File: src/atc_consts.svh
// Offsets, field positions, reset values and timing counts of the
// converter/touch controller. Definitions only; included by bare name.
`ifndef ATC_CONSTS_SVH
`define ATC_CONSTS_SVH

// ----------------------------------------------------------------------
// Register byte offsets
// ----------------------------------------------------------------------
`define ATC_OFF_CTRL 8'h00
`define ATC_OFF_CDIV 8'h04
`define ATC_OFF_IDIV 8'h08
`define ATC_OFF_WDOG 8'h0c
`define ATC_OFF_STAT 8'h10
`define ATC_OFF_TX 8'h14
`define ATC_OFF_TY 8'h18
`define ATC_OFF_RES0 8'h20
`define ATC_OFF_RES3 8'h2c

// ----------------------------------------------------------------------
// Field positions
// ----------------------------------------------------------------------
`define ATC_CTRL_SINGLE_GO 0
`define ATC_CTRL_CONT_EN 1
`define ATC_CTRL_TOUCH_EN 2
`define ATC_CTRL_FIVE_WIRE 3
`define ATC_CTRL_SCAN_GO 4
`define ATC_CTRL_WD_EN 5
`define ATC_CTRL_SINGLE_LSB 8
`define ATC_CTRL_CONT_LSB 12
`define ATC_CTRL_SCAN_LSB 16
`define ATC_WDOG_HI_LSB 16
`define ATC_STAT_PRESS 0
`define ATC_STAT_RELEASE 1
`define ATC_STAT_WDOG 2
`define ATC_STAT_REFUSED 3
`define ATC_STAT_PEN 4
`define ATC_STAT_BUSY 5
`define ATC_VALID_BIT 31

// ----------------------------------------------------------------------
// Reset values and channel map
// ----------------------------------------------------------------------
`define ATC_DIV_RST 16'h0000
`define ATC_WD_LO_RST 10'h000
`define ATC_WD_HI_RST 10'h3ff
`define ATC_CH_XP 2'h0
`define ATC_CH_YP 2'h1

// ----------------------------------------------------------------------
// Timing: clock rate, top rates, least divisors (rounded up)
// ----------------------------------------------------------------------
`define ATC_CLK_HZ 125000000
`define ATC_CONV_MAX_HZ 16000000
`define ATC_INTV_MAX_HZ 1000000
`define ATC_CONV_MIN_DIV 16'((`ATC_CLK_HZ + `ATC_CONV_MAX_HZ - 1) / `ATC_CONV_MAX_HZ)
`define ATC_INTV_MIN_DIV 16'((`ATC_CLK_HZ + `ATC_INTV_MAX_HZ - 1) / `ATC_INTV_MAX_HZ)

`endif

File: src/atc_pkg.sv
// Types shared by the converter/touch controller files.
// Assumes nothing of its surroundings.
package atc_pkg;

    // Sequencer states
    typedef enum logic [1:0] {ST_IDLE, ST_WAIT} atc_state_t;

    // Kind of conversion in flight
    typedef enum logic [2:0] {JOB_SINGLE, JOB_SCAN, JOB_CONT, JOB_TOUCH_X, JOB_TOUCH_Y} atc_job_t;

endpackage : atc_pkg

File: src/atc_rate_div.sv
// Rate divider: one-cycle enable pulse every div cycles, never faster
// than min_div cycles. Assumes a single 125 MHz clock, sync reset.
`timescale 1ns/10ps
`include "atc_consts.svh"

module atc_rate_div
(
    // Clock and reset
    input wire logic clock,
    input wire logic srst,
    // Settings
    input wire logic [15:0] div,
    input wire logic [15:0] min_div,
    // Enable pulse
    output logic tick
);

    logic [15:0] cnt_reg;
    logic [15:0] eff;

    // ------------------------------------------------------------------
    // Divider
    // ------------------------------------------------------------------

    // Clamp keeps a careless setting from overrunning the macro
    assign eff = (div < min_div) ? min_div : div;

    // Zero divisor stops the rate altogether
    always_ff @(posedge clock)
    begin
        if (srst || div == 16'h0000)
        begin
            cnt_reg <= 16'h0000;
            tick <= 1'b0;
        end
        else if (cnt_reg >= eff - 16'h0001)
        begin
            cnt_reg <= 16'h0000;
            tick <= 1'b1;
        end
        else
        begin
            cnt_reg <= cnt_reg + 16'h0001;
            tick <= 1'b0;
        end
    end
endmodule : atc_rate_div

File: src/atc_top.sv
// Converter and touch-panel controller: sequences a four-channel 10-bit
// converter. Assumes the converter answers each start with one done
// pulse, and that pen_down and bus strobes are synchronous to clock.
//
// Operation
// - Four analog channels, each result is ten bits wide.
// - Converter clock enable programmable from stopped up to 16 MHz.
// - Single and continuous modes; touch runs as special continuous mode.
// - Continuous results leave by DMA; touch coordinates never use DMA.
// - Spacing of continuous conversions programmable from stopped up to 1 MHz.
// - Single requests still served on channels continuous mode leaves free.
// - Touch mode raises one interrupt on press and one on release.
// - Scan converts each selected channel not owned by continuous or touch mode once, in turn.
// - Watchdog flags any result above upper or below lower threshold.
// - Channels 0 and 1 are the X+ and Y+ touch inputs; 2 and 3 general.
// - Four-wire X: VREF on X+, zero on X- pad, convert Y+.
// - Four-wire Y: VREF on Y+, zero on Y- pad, convert X+.
// - Five-wire uses only Y+; X- and Y- pads drive panel corners.
// - Five-wire X: VREF bottom-left, zero top-right, convert Y+.
`timescale 1ns/10ps
`include "atc_consts.svh"

module atc_top
(
    // Clock and reset
    input wire logic clock,
    input wire logic srst,
    // Register port
    input wire logic [7:0] reg_addr,
    input wire logic [31:0] reg_wdata,
    input wire logic reg_wr,
    input wire logic reg_rd,
    output logic [31:0] reg_rdata,
    // Converter macro
    output logic conv_clk_en,
    output logic conv_start,
    output logic [1:0] conv_chan,
    input wire logic conv_done,
    input wire logic [9:0] conv_data,
    // DMA request
    output logic dma_req,
    output logic [11:0] dma_data,
    input wire logic dma_ack,
    // Touch panel
    input wire logic pen_down,
    output logic xp_vref_en,
    output logic yp_vref_en,
    output logic xm_pad_out,
    output logic xm_pad_oe,
    output logic ym_pad_out,
    output logic ym_pad_oe,
    // Event pulses
    output logic irq_press,
    output logic irq_release,
    output logic irq_wdog
);

    // ------------------------------------------------------------------
    // Helpers
    // ------------------------------------------------------------------

    // Channels owned by the running continuous or touch activity
    function automatic logic [3:0] busy_chans(input logic cont, input logic touch, input logic [1:0] ch);
        logic [3:0] m;
        m = 4'h0;
        if (cont)
            m[ch] = 1'b1;
        if (touch)
            m[1:0] = 2'h3;
        return m;
    endfunction : busy_chans

    // Lowest set bit of a channel mask
    function automatic logic [1:0] first_chan(input logic [3:0] m);
        logic [1:0] c;
        c = 2'h3;
        for (int i = 3; i >= 0; i--)
            if (m[i])
                c = 2'(i);
        return c;
    endfunction : first_chan

    // ------------------------------------------------------------------
    // State
    // ------------------------------------------------------------------
    logic cont_en_reg, touch_en_reg, five_wire_reg, wd_en_reg;
    logic [1:0] single_chan_reg, cont_chan_reg;
    logic [3:0] scan_mask_reg, scan_left_reg;
    logic [15:0] conv_div_reg, intv_div_reg;
    logic [9:0] wd_lo_reg, wd_hi_reg;
    logic single_pend_reg, touch_pend_reg, cont_pend_reg, touch_y_reg, pen_q_reg;
    logic [3:0] stat_reg;
    logic [9:0] tx_reg, ty_reg;
    logic tx_valid_reg, ty_valid_reg;
    logic [9:0] res_reg [4];
    atc_pkg::atc_state_t state_reg;
    atc_pkg::atc_job_t job_reg;
    logic intv_tick, done_now, out_range, refuse;
    logic pick_go;
    atc_pkg::atc_job_t pick_job;
    logic [1:0] pick_chan;
    logic wr_ctrl, wr_stat, rd_tx, rd_ty;
    logic [3:0] in_use;

    assign wr_ctrl = reg_wr && reg_addr == `ATC_OFF_CTRL;
    assign wr_stat = reg_wr && reg_addr == `ATC_OFF_STAT;
    assign rd_tx = reg_rd && reg_addr == `ATC_OFF_TX;
    assign rd_ty = reg_rd && reg_addr == `ATC_OFF_TY;
    assign in_use = busy_chans(cont_en_reg, touch_en_reg, cont_chan_reg);
    assign done_now = state_reg == atc_pkg::ST_WAIT && conv_done;
    assign out_range = conv_data > wd_hi_reg || conv_data < wd_lo_reg;
    assign refuse = wr_ctrl && reg_wdata[`ATC_CTRL_SINGLE_GO]
        && in_use[reg_wdata[`ATC_CTRL_SINGLE_LSB +: 2]];

    // ------------------------------------------------------------------
    // Rate generation
    // ------------------------------------------------------------------
    atc_rate_div u_conv_div (
        .clock(clock),
        .srst(srst),
        .div(conv_div_reg),
        .min_div(`ATC_CONV_MIN_DIV),
        .tick(conv_clk_en)
    );

    atc_rate_div u_intv_div (
        .clock(clock),
        .srst(srst),
        .div(intv_div_reg),
        .min_div(`ATC_INTV_MIN_DIV),
        .tick(intv_tick)
    );

    // ------------------------------------------------------------------
    // Configuration registers
    // ------------------------------------------------------------------
    always_ff @(posedge clock)
    begin
        if (srst)
        begin
            {cont_en_reg, touch_en_reg, five_wire_reg, wd_en_reg} <= 4'h0;
            single_chan_reg <= 2'h0;
            cont_chan_reg <= 2'h0;
            scan_mask_reg <= 4'h0;
            conv_div_reg <= `ATC_DIV_RST;
            intv_div_reg <= `ATC_DIV_RST;
            wd_lo_reg <= `ATC_WD_LO_RST;
            wd_hi_reg <= `ATC_WD_HI_RST;
        end
        else
        begin
            if (wr_ctrl)
            begin
                cont_en_reg <= reg_wdata[`ATC_CTRL_CONT_EN];
                touch_en_reg <= reg_wdata[`ATC_CTRL_TOUCH_EN];
                five_wire_reg <= reg_wdata[`ATC_CTRL_FIVE_WIRE];
                wd_en_reg <= reg_wdata[`ATC_CTRL_WD_EN];
                single_chan_reg <= reg_wdata[`ATC_CTRL_SINGLE_LSB +: 2];
                cont_chan_reg <= reg_wdata[`ATC_CTRL_CONT_LSB +: 2];
                scan_mask_reg <= reg_wdata[`ATC_CTRL_SCAN_LSB +: 4];
            end
            if (reg_wr && reg_addr == `ATC_OFF_CDIV)
                conv_div_reg <= reg_wdata[15:0];
            if (reg_wr && reg_addr == `ATC_OFF_IDIV)
                intv_div_reg <= reg_wdata[15:0];
            if (reg_wr && reg_addr == `ATC_OFF_WDOG)
            begin
                wd_lo_reg <= reg_wdata[9:0];
                wd_hi_reg <= reg_wdata[`ATC_WDOG_HI_LSB +: 10];
            end
        end
    end

    // ------------------------------------------------------------------
    // Job selection: touch, then continuous, then single, then scan
    // ------------------------------------------------------------------
    always_comb
    begin
        pick_go = 1'b0;
        pick_job = atc_pkg::JOB_SINGLE;
        pick_chan = 2'h0;
        if (state_reg == atc_pkg::ST_IDLE)
        begin
            if (touch_pend_reg && touch_en_reg)
            begin
                pick_go = 1'b1;
                pick_job = touch_y_reg ? atc_pkg::JOB_TOUCH_Y : atc_pkg::JOB_TOUCH_X;
                pick_chan = (touch_y_reg && !five_wire_reg) ? `ATC_CH_XP : `ATC_CH_YP;
            end
            else if (cont_pend_reg && cont_en_reg && !dma_req)
            begin
                pick_go = 1'b1;
                pick_job = atc_pkg::JOB_CONT;
                pick_chan = cont_chan_reg;
            end
            else if (single_pend_reg)
            begin
                pick_go = 1'b1;
                pick_chan = single_chan_reg;
            end
            else if (scan_left_reg != 4'h0)
            begin
                pick_go = 1'b1;
                pick_job = atc_pkg::JOB_SCAN;
                pick_chan = first_chan(scan_left_reg);
            end
        end
    end

    // ------------------------------------------------------------------
    // Sequencer
    // ------------------------------------------------------------------
    always_ff @(posedge clock)
    begin
        if (srst)
        begin
            state_reg <= atc_pkg::ST_IDLE;
            job_reg <= atc_pkg::JOB_SINGLE;
            conv_start <= 1'b0;
            conv_chan <= 2'h0;
        end
        else
        begin
            conv_start <= pick_go;
            unique case (state_reg)
                atc_pkg::ST_IDLE:
                    if (pick_go)
                    begin
                        state_reg <= atc_pkg::ST_WAIT;
                        job_reg <= pick_job;
                        conv_chan <= pick_chan;
                    end
                atc_pkg::ST_WAIT:
                    if (conv_done)
                        state_reg <= atc_pkg::ST_IDLE;
            endcase
        end
    end

    // ------------------------------------------------------------------
    // Pending requests; a new request beats the clear of the same cycle
    // ------------------------------------------------------------------
    always_ff @(posedge clock)
    begin
        if (srst)
        begin
            {single_pend_reg, touch_pend_reg, cont_pend_reg} <= 3'h0;
            scan_left_reg <= 4'h0;
        end
        else
        begin
            if (wr_ctrl && reg_wdata[`ATC_CTRL_SINGLE_GO] && !refuse)
                single_pend_reg <= 1'b1;
            else if (pick_go && pick_job == atc_pkg::JOB_SINGLE)
                single_pend_reg <= 1'b0;
            if (intv_tick && touch_en_reg && pen_q_reg)
                touch_pend_reg <= 1'b1;
            else if (pick_go && (pick_job == atc_pkg::JOB_TOUCH_X || pick_job == atc_pkg::JOB_TOUCH_Y))
                touch_pend_reg <= 1'b0;
            if (intv_tick && cont_en_reg && !touch_en_reg)
                cont_pend_reg <= 1'b1;
            else if (pick_go && pick_job == atc_pkg::JOB_CONT)
                cont_pend_reg <= 1'b0;
            // Scan skips channels the continuous activity owns
            if (wr_ctrl && reg_wdata[`ATC_CTRL_SCAN_GO])
                scan_left_reg <= reg_wdata[`ATC_CTRL_SCAN_LSB +: 4] & ~in_use;
            else if (pick_go && pick_job == atc_pkg::JOB_SCAN)
                scan_left_reg[pick_chan] <= 1'b0;
        end
    end

    // ------------------------------------------------------------------
    // Results: per-channel store, DMA word, touch coordinates
    // ------------------------------------------------------------------
    always_ff @(posedge clock)
    begin
        if (srst)
        begin
            for (int i = 0; i < 4; i++)
                res_reg[i] <= 10'h000;
            dma_req <= 1'b0;
            dma_data <= 12'h000;
            tx_reg <= 10'h000;
            ty_reg <= 10'h000;
            {tx_valid_reg, ty_valid_reg, touch_y_reg} <= 3'h0;
        end
        else
        begin
            if (dma_ack)
                dma_req <= 1'b0;
            if (rd_tx)
                tx_valid_reg <= 1'b0;
            if (rd_ty)
                ty_valid_reg <= 1'b0;
            if (done_now)
            begin
                unique case (job_reg)
                    atc_pkg::JOB_SINGLE, atc_pkg::JOB_SCAN:
                        res_reg[conv_chan] <= conv_data;
                    atc_pkg::JOB_CONT:
                    begin
                        dma_req <= 1'b1;
                        dma_data <= {conv_chan, conv_data};
                    end
                    atc_pkg::JOB_TOUCH_X:
                    begin
                        // Unread coordinate is kept; a newer one is dropped
                        if (!tx_valid_reg || rd_tx)
                            tx_reg <= conv_data;
                        tx_valid_reg <= 1'b1;
                        touch_y_reg <= 1'b1;
                    end
                    atc_pkg::JOB_TOUCH_Y:
                    begin
                        if (!ty_valid_reg || rd_ty)
                            ty_reg <= conv_data;
                        ty_valid_reg <= 1'b1;
                        touch_y_reg <= 1'b0;
                    end
                endcase
            end
        end
    end

    // ------------------------------------------------------------------
    // Panel drive; pads float whenever no touch conversion is in flight
    // ------------------------------------------------------------------
    always_ff @(posedge clock)
    begin
        if (srst || done_now)
            {xp_vref_en, yp_vref_en, xm_pad_out, xm_pad_oe, ym_pad_out, ym_pad_oe} <= 6'h00;
        else if (pick_go && pick_job == atc_pkg::JOB_TOUCH_X)
        begin
            xm_pad_oe <= 1'b1;
            ym_pad_oe <= five_wire_reg;
            xp_vref_en <= !five_wire_reg;
            xm_pad_out <= five_wire_reg;
            ym_pad_out <= 1'b0;
        end
        else if (pick_go && pick_job == atc_pkg::JOB_TOUCH_Y)
        begin
            ym_pad_oe <= 1'b1;
            xm_pad_oe <= five_wire_reg;
            yp_vref_en <= !five_wire_reg;
            ym_pad_out <= five_wire_reg;
            xm_pad_out <= 1'b0;
        end
    end

    // ------------------------------------------------------------------
    // Events and sticky status, write one to clear, set wins
    // ------------------------------------------------------------------
    always_ff @(posedge clock)
    begin
        if (srst)
        begin
            pen_q_reg <= 1'b0;
            {irq_press, irq_release, irq_wdog} <= 3'h0;
            stat_reg <= 4'h0;
        end
        else
        begin
            pen_q_reg <= pen_down;
            irq_press <= touch_en_reg && pen_down && !pen_q_reg;
            irq_release <= touch_en_reg && !pen_down && pen_q_reg;
            irq_wdog <= done_now && wd_en_reg && out_range;
            stat_reg <= (stat_reg & ~({4{wr_stat}} & reg_wdata[3:0]))
                | {refuse, done_now && wd_en_reg && out_range,
                   touch_en_reg && !pen_down && pen_q_reg, touch_en_reg && pen_down && !pen_q_reg};
        end
    end

    // ------------------------------------------------------------------
    // Read port: data one cycle after the strobe, unmapped reads zero
    // ------------------------------------------------------------------
    always_ff @(posedge clock)
    begin
        if (srst)
            reg_rdata <= 32'h0000_0000;
        else if (reg_rd)
        begin
            reg_rdata <= 32'h0000_0000;
            unique case (reg_addr)
                `ATC_OFF_CTRL:
                    reg_rdata <= {12'h000, scan_mask_reg, 2'h0, cont_chan_reg, 2'h0, single_chan_reg,
                                  2'h0, wd_en_reg, |scan_left_reg, five_wire_reg, touch_en_reg,
                                  cont_en_reg, single_pend_reg};
                `ATC_OFF_CDIV: reg_rdata <= {16'h0000, conv_div_reg};
                `ATC_OFF_IDIV: reg_rdata <= {16'h0000, intv_div_reg};
                `ATC_OFF_WDOG: reg_rdata <= {6'h00, wd_hi_reg, 6'h00, wd_lo_reg};
                `ATC_OFF_STAT: reg_rdata <= {26'h0000000, state_reg != atc_pkg::ST_IDLE, pen_q_reg, stat_reg};
                `ATC_OFF_TX: reg_rdata <= {tx_valid_reg, 21'h000000, tx_reg};
                `ATC_OFF_TY: reg_rdata <= {ty_valid_reg, 21'h000000, ty_reg};
                default:
                    if (reg_addr >= `ATC_OFF_RES0 && reg_addr <= `ATC_OFF_RES3 && reg_addr[1:0] == 2'h0)
                        reg_rdata <= {22'h000000, res_reg[reg_addr[3:2]]};
            endcase
        end
    end
endmodule : atc_top

File: config.mk
export PLATFORM = sky130hd
export DESIGN_NAME = atc_top
export DESIGN_NICKNAME = d
export VERILOG_FILES = /design/src/atc_pkg.sv /design/src/atc_rate_div.sv /design/src/atc_top.sv
export VERILOG_INCLUDE_DIRS = /design/src
export SDC_FILE = /design/constraint.sdc
export NUM_CORES = 1
export LEC_CHECK = 0
export BUFFER_PORTS_ARGS = -buffer_cell sky130_fd_sc_hd__buf_2
export CORE_MARGIN = 2
export CORE_UTILIZATION = 53
export CTS_BUF_LIST = sky130_fd_sc_hd__clkbuf_8
export DETAILED_ROUTE_END_ITERATION = 8
export PLACE_DENSITY = 0.85
export SETUP_SLACK_MARGIN = 0.02
export SYNTH_ARGS = -nofsm -noshare
export SYNTH_HDL_FRONTEND = slang
export SYNTH_SLANG_ARGS = --single-unit
File: constraint.sdc
create_clock -name clock -period 14 [get_ports clock]
set_clock_uncertainty 0.15 [all_clocks]
set_input_delay 2.1 -clock clock [delete_from_list [all_inputs] [get_ports clock]]
set_output_delay 2.1 -clock clock [all_outputs]
set_load 0.02 [all_outputs]
* Word-level counts from Yosys, hierarchy flattened *
Memory sizes are Yosys's and may differ from the RTL's.
Index checks and enable logic that the tools add are counted.

word-level totals
  bits in registers = 195
  memory bits (writable) = 40
  output and inout bits = 58
  logic and storage cells = 235
  memories kept = 1
  input bits = 57

operators by class
  order comparisons = 13
  muxes and demuxes = 70
  eq/ne operators = 17
  reductions and logical operators = 79
  bitwise operators = 9
  add/sub/neg operators = 4

memories
  name     words  bits a word  rd ports  clocked after memory_dff  write ports  RTL line       RTL
  res_reg  4      10           1         0                         4            atc_top.sv:95  logic [9:0] res_reg [4];

operator list
  kind                                                 number
  one-hot mux 32 bit (7 select lines)                  1
  2-to-1 mux 1 bit                                     42
  logical AND 1 bit                                    36
  adder 16 x 1 -> 16 bit, second input constant        2
  greater-or-equal comparator 16 bit                   2
  zero test 16 bit                                     2
  2-to-1 mux 16 bit                                    2
  subtractor 16 x 1 -> 16 bit, second input constant   2
  equality test 8 x 5 -> 1 bit, second input constant  3
  2-to-1 mux 2 bit                                     12
  2-to-1 mux 10 bit                                    2
  bitwise AND 4 bit                                    4
  equality test 8 x 4 -> 1 bit, second input constant  2
  < comparator 16 x 4 -> 1 bit, second input constant  1
  < comparator 16 x 7 -> 1 bit, second input constant  1
  nonzero test 2 bit                                   7
  equality test 3 x 2 -> 1 bit, second input constant  4
  2-to-1 mux 4 bit                                     3
  inverter 4 bit                                       3
  > comparator 10 bit                                  1
  < comparator 10 bit                                  1
  AND reduction 2 bit                                  5
  OR reduction 10 bit                                  1
  < comparator 2 x 3 -> 1 bit, second input constant   3
  24 further kinds                                     50

* Longest topological paths before layout *
  depth in word-level cells = 16
  mapped depth = 18
  depth with buffers taken out = 16

* Modules after synthesis *
From an unflattened synthesis, not the netlist that was laid out.

second synthesis, totals
  cells, all modules = 1409
  area, all modules = 12817.3 sq um

modules (own cells, without submodules)
  module        area an instance (sq um)  cells each  sequential area each (sq um)  instances
  atc_top       8768.4                    881         4304.1                        1
  atc_rate_div  2024.4                    264         340.3                         2

* Least setup slack after synthesis *
Ideal clock, no wire load.

  path kind = register to register
  from = reg intv_div_reg[10]
  to = reg u_intv_div.cnt_reg[1]
  required time = 13.785 ns
  stages on the path, launching flop included = 18
  setup slack = 9.548 ns
  arrival = 4.237 ns
  path buffers = 1
  cells stage by stage = dfxtp_1 > or4_4 > or3_1 > nor3_4 > nand2b_1 > ha_1 > nor3b_1 > nand2_1 > or3_1 > nor4_1 > xnor2_1 > ha_1 > a21oi_1 > o21ai_0 > a211oi_1 > clkbuf_1 > nand2_1 > nor2_1

between the ends
  longest elaborated chain between the ends = 5

ends and longest elaborated chain
  item                                RTL line            RTL
  start, declared                     atc_top.sv:89       logic [15:0] conv_div_reg, intv_div_reg;
  start signal, assigned              atc_top.sv:146      intv_div_reg <= `ATC_DIV_RST;
  start signal, assigned              atc_top.sv:165      intv_div_reg <= reg_wdata[15:0];
  < comparator 16 x 7 -> 1 bit        atc_rate_div.sv:26  assign eff = (div < min_div) ? min_div : div;
  2-to-1 mux 16 bit                   atc_rate_div.sv:26
  subtractor 16 x 1 -> 16 bit         atc_rate_div.sv:36  else if (cnt_reg >= eff - 16'h0001)
  greater-or-equal comparator 16 bit  atc_rate_div.sv:36
  OR reduction 2 bit (no line) (*)    -
  end signal, assigned                atc_rate_div.sv:43  cnt_reg <= cnt_reg + 16'h0001;
  end, declared                       atc_rate_div.sv:18  logic [15:0] cnt_reg;

Every way passes the cells marked *; elsewhere a longest branch is shown, timed or not.
A chain may end at the register's enable or synchronous reset.

* Worst setup path in the final report *
  from = reg intv_div_reg[10]
  to = reg u_intv_div.cnt_reg[9]

The elaborated chain is that of the path after synthesis.

==> impl_metrics.yaml <==
status:
  outcome: "finished clean"
floorplan:
  die_w_um: 152
  coreArea_um2: 21600
  fp.dieH_um: 152
  die_area_um2: 23100
  rows: 54
  io_pins: 115
  initial_core_util_pct: 53.6
global_route:
  grt_max_degree: 91
  grt_pass1_wl_mm: 49.1
  antenna_found_initial: 0
  grtUsageTotal_pct: 25.8
  grt_pass1_vias: 9506
  grt-ovfl-total: 0
timing:
  fin_crit_sh_pct: 36.8
  drv_slew: 0
  tns_ns: 0
  hold_viol: 0
  worst_pin_slew_ns: 1.23
  fmax_ghz: 0.194
  rsz0062_at_grt: "false"
  period_needed_ns: 5.15
  finalSetupViolations: 0
  slew_headroom_pct: 17.1
routing:
  ant_nets: 0
  viasPerCell: 5.95
  m1WireLength_mm: 13.3
  dr_wl_met2_mm: 14.1
  drt_iter0_drc: 1046
  highest_layer: "met4"
  vias: 10100
  drc_errors: 0
  dr.pass1.iters: 6
  routed-wl-met3_mm: 2.53
  drt-total-wl_mm: 30.8
  wl_per_cell_um: 18.2
synthesis:
  ys_seq_elements: 229
  synth_area_leaders: "dfxtp_1 33%, edfxtp_1 10%, nand2_1 6.2%"
  synthCells: 1298
  synth_common_cells: "191 x nand2_1, 189 x dfxtp_1, 122 x a21oi_1"
  syn_area_um2: 11600
  synth_edf_count: 40
  yosysSeqAreaShare_pct: 43.0
  yosysMostFrequentCell: "nand2_1"
  ys_warn_count: 0
  ys_types: 71
  syn_avg_cell_area_um2: 8.93
  yosysTopAreaCell: "dfxtp_1"
  yosysTopAreaCellShare_pct: 32.6
  synthArstFlopShare_pct: 0
  synth_flop_cell: "dfxtp_1"
critical_path:
  path_cells: "or4_4 -> or3_1 -> nor3_4 -> nand2b_1 -> ha_1 -> nor3b_1 -> nand2_1 -> or3_1 -> nor3_1 -> xnor2_1 -> ha_1 -> nand2_1 -> o21ai_0 -> a211oi_2 -> nor3b_1"
  critPathKind: "reg -> reg"
  crit_fanout: 16
  critPathLaunchType: "flip-flop"
  crit_buf_inv: 0
  critPathMaxStageDelay_ns: 0.82
  cp.depth: 15
  arrival_ns: 5.45
  ff2ff_path_depth: 15
  slowest_stage: "a211oi_2"
  end_kind: "flip-flop"
  cp.required_ns: 14.30
  critPathTopFamily: "simple AND/OR/NAND/NOR gates"
cts:
  cts_tree: "done"
  numCtsBuffers: 38
  cts.clk_slew.worst_paths_ns: 0.06
  clk_latency_ns: 0.54
  cts_max_level: 2
  cts_buffer_depth: 3
  cts_setup_buffers: 0
  cts_sinks: 229
  post_cts_resized: 0
  hold_buffers: 0
  root_buffer: "clkbuf_8"
layout:
  stdcell_area_um2: 13000
  drive_above_1_share_pct: 15.7
  syn2layout_area_growth_pct: 12.5
  diodes: 0
  nFillCells: 1754
  largest_reg_flops: 40
  nets: 1493
worst_hold_path:
  hold_depth: 2
  min_path_type: "reg -> reg"
power:
  vdd_drop_max_v: 0.0000551
  power_density_nw_per_um2: 103
  leakage_nw: 5.15
placement:
  dp_hpwl_mm: 21.4
  port_buffers: 103
  post_dp_cell_area_um2: 12300
  gp_congestion: 0.876
flow_run:
  maxCapViolCount: 0
[layout make-up]
cell class              count  area, µm²  share of cell area [%]
well taps                 280        350                    2.69
multi-input cells         957       6180                    47.4
clock buffers              51        702                    5.38
repair buffers            112        586                    4.49
clock inverters            18       82.6                   0.633
inverters                  43        161                    1.24
flip-flops and latches    229       4980                    38.2
[metrics by stage]
stage          instances  util [%]  hold slack [ns]  power (mW)  worst slack (ns)
2_1_floorplan       1302         -            0.286       0.731              9.55
3_3_place_gp        1621      56.7            0.291       0.758              8.68
3_5_place_dp        1621      56.7            0.298       0.760              8.59
4_1_cts             1690      60.3            0.306        1.35              8.81
5_1_grt             1690      60.3            0.324        1.39              8.47
6_report            1690      60.3            0.302        1.35              8.85
[worst min-delay path, stage by stage, from the launching register on]
cell and delay (ns):
dfxtp_1 0.31, nand2_1 0.05, a21oi_1 0.05
[worst paths after layout]
check | from | end | slack (ns)
worst min-delay path | xm_pad_out | xm_pad_out | 0.30
worst max register to register | intv_div_reg[10] | u_intv_div.cnt_reg[9] | 8.85
worst max-delay path | intv_div_reg[10] | u_intv_div.cnt_reg[9] | 8.85
worst min register to register | xm_pad_out | xm_pad_out | 0.30
[report_power, final]
group          switching (mW)  internal [mW]
Clock                   0.272          0.327
Combinational          0.0475         0.0217
Sequential            0.00295          0.675
[per-layer routing]
metal / GRT usage (%) / up-vias
met3: 4.19 / 79
li1: - / 4750
met2: 40.9 / 455
met5: 0 / -
met4: 8.81 / 0
met1: 36.0 / 4778
[logic make-up (layout without fill, tap and decap cells)]
kind of cell / after synthesis / after routing / synth area share, %
flip-flops: 229 / 229 / 43.0
XOR/XNOR: 50 / 50 / 3.84
AO/OA/AOI/OAI: 250 / 250 / 13.2
multiplexers: 61 / 61 / 6.92
other: 1 / 5 / 0.0323
adder cells (fa/ha/maj): 55 / 55 / 5.94
AND/OR/NAND/NOR: 536 / 536 / 23.1
buffers and inverters: 116 / 224 / 4.06
[layout by cell type (no fill, tap or decap), drive strengths merged, types with 7 or more instances in the layout]
| cell | count |
|---|---|
| nor4 | 13 |
| nand3 | 29 |
| clkbuf | 51 |
| ha | 55 |
| nor2b | 26 |
| buf | 112 |
| and3 | 9 |
| dfxtp | 189 |
| nand4 | 22 |
| or2 | 10 |
| nand2 | 192 |
| xor2 | 21 |
| nor3 | 31 |
| o21ai | 37 |
| nand2b | 9 |
| a22o | 11 |
| mux4 | 15 |
| a21oi | 122 |
| nor3b | 12 |
| edfxtp | 40 |
| o211ai | 23 |
| xnor2 | 29 |
| inv | 56 |
| nor2 | 106 |
| or3 | 8 |
| mux2i | 43 |
| and2 | 45 |
| a211oi | 7 |
(Power assumes the default switching activity.)
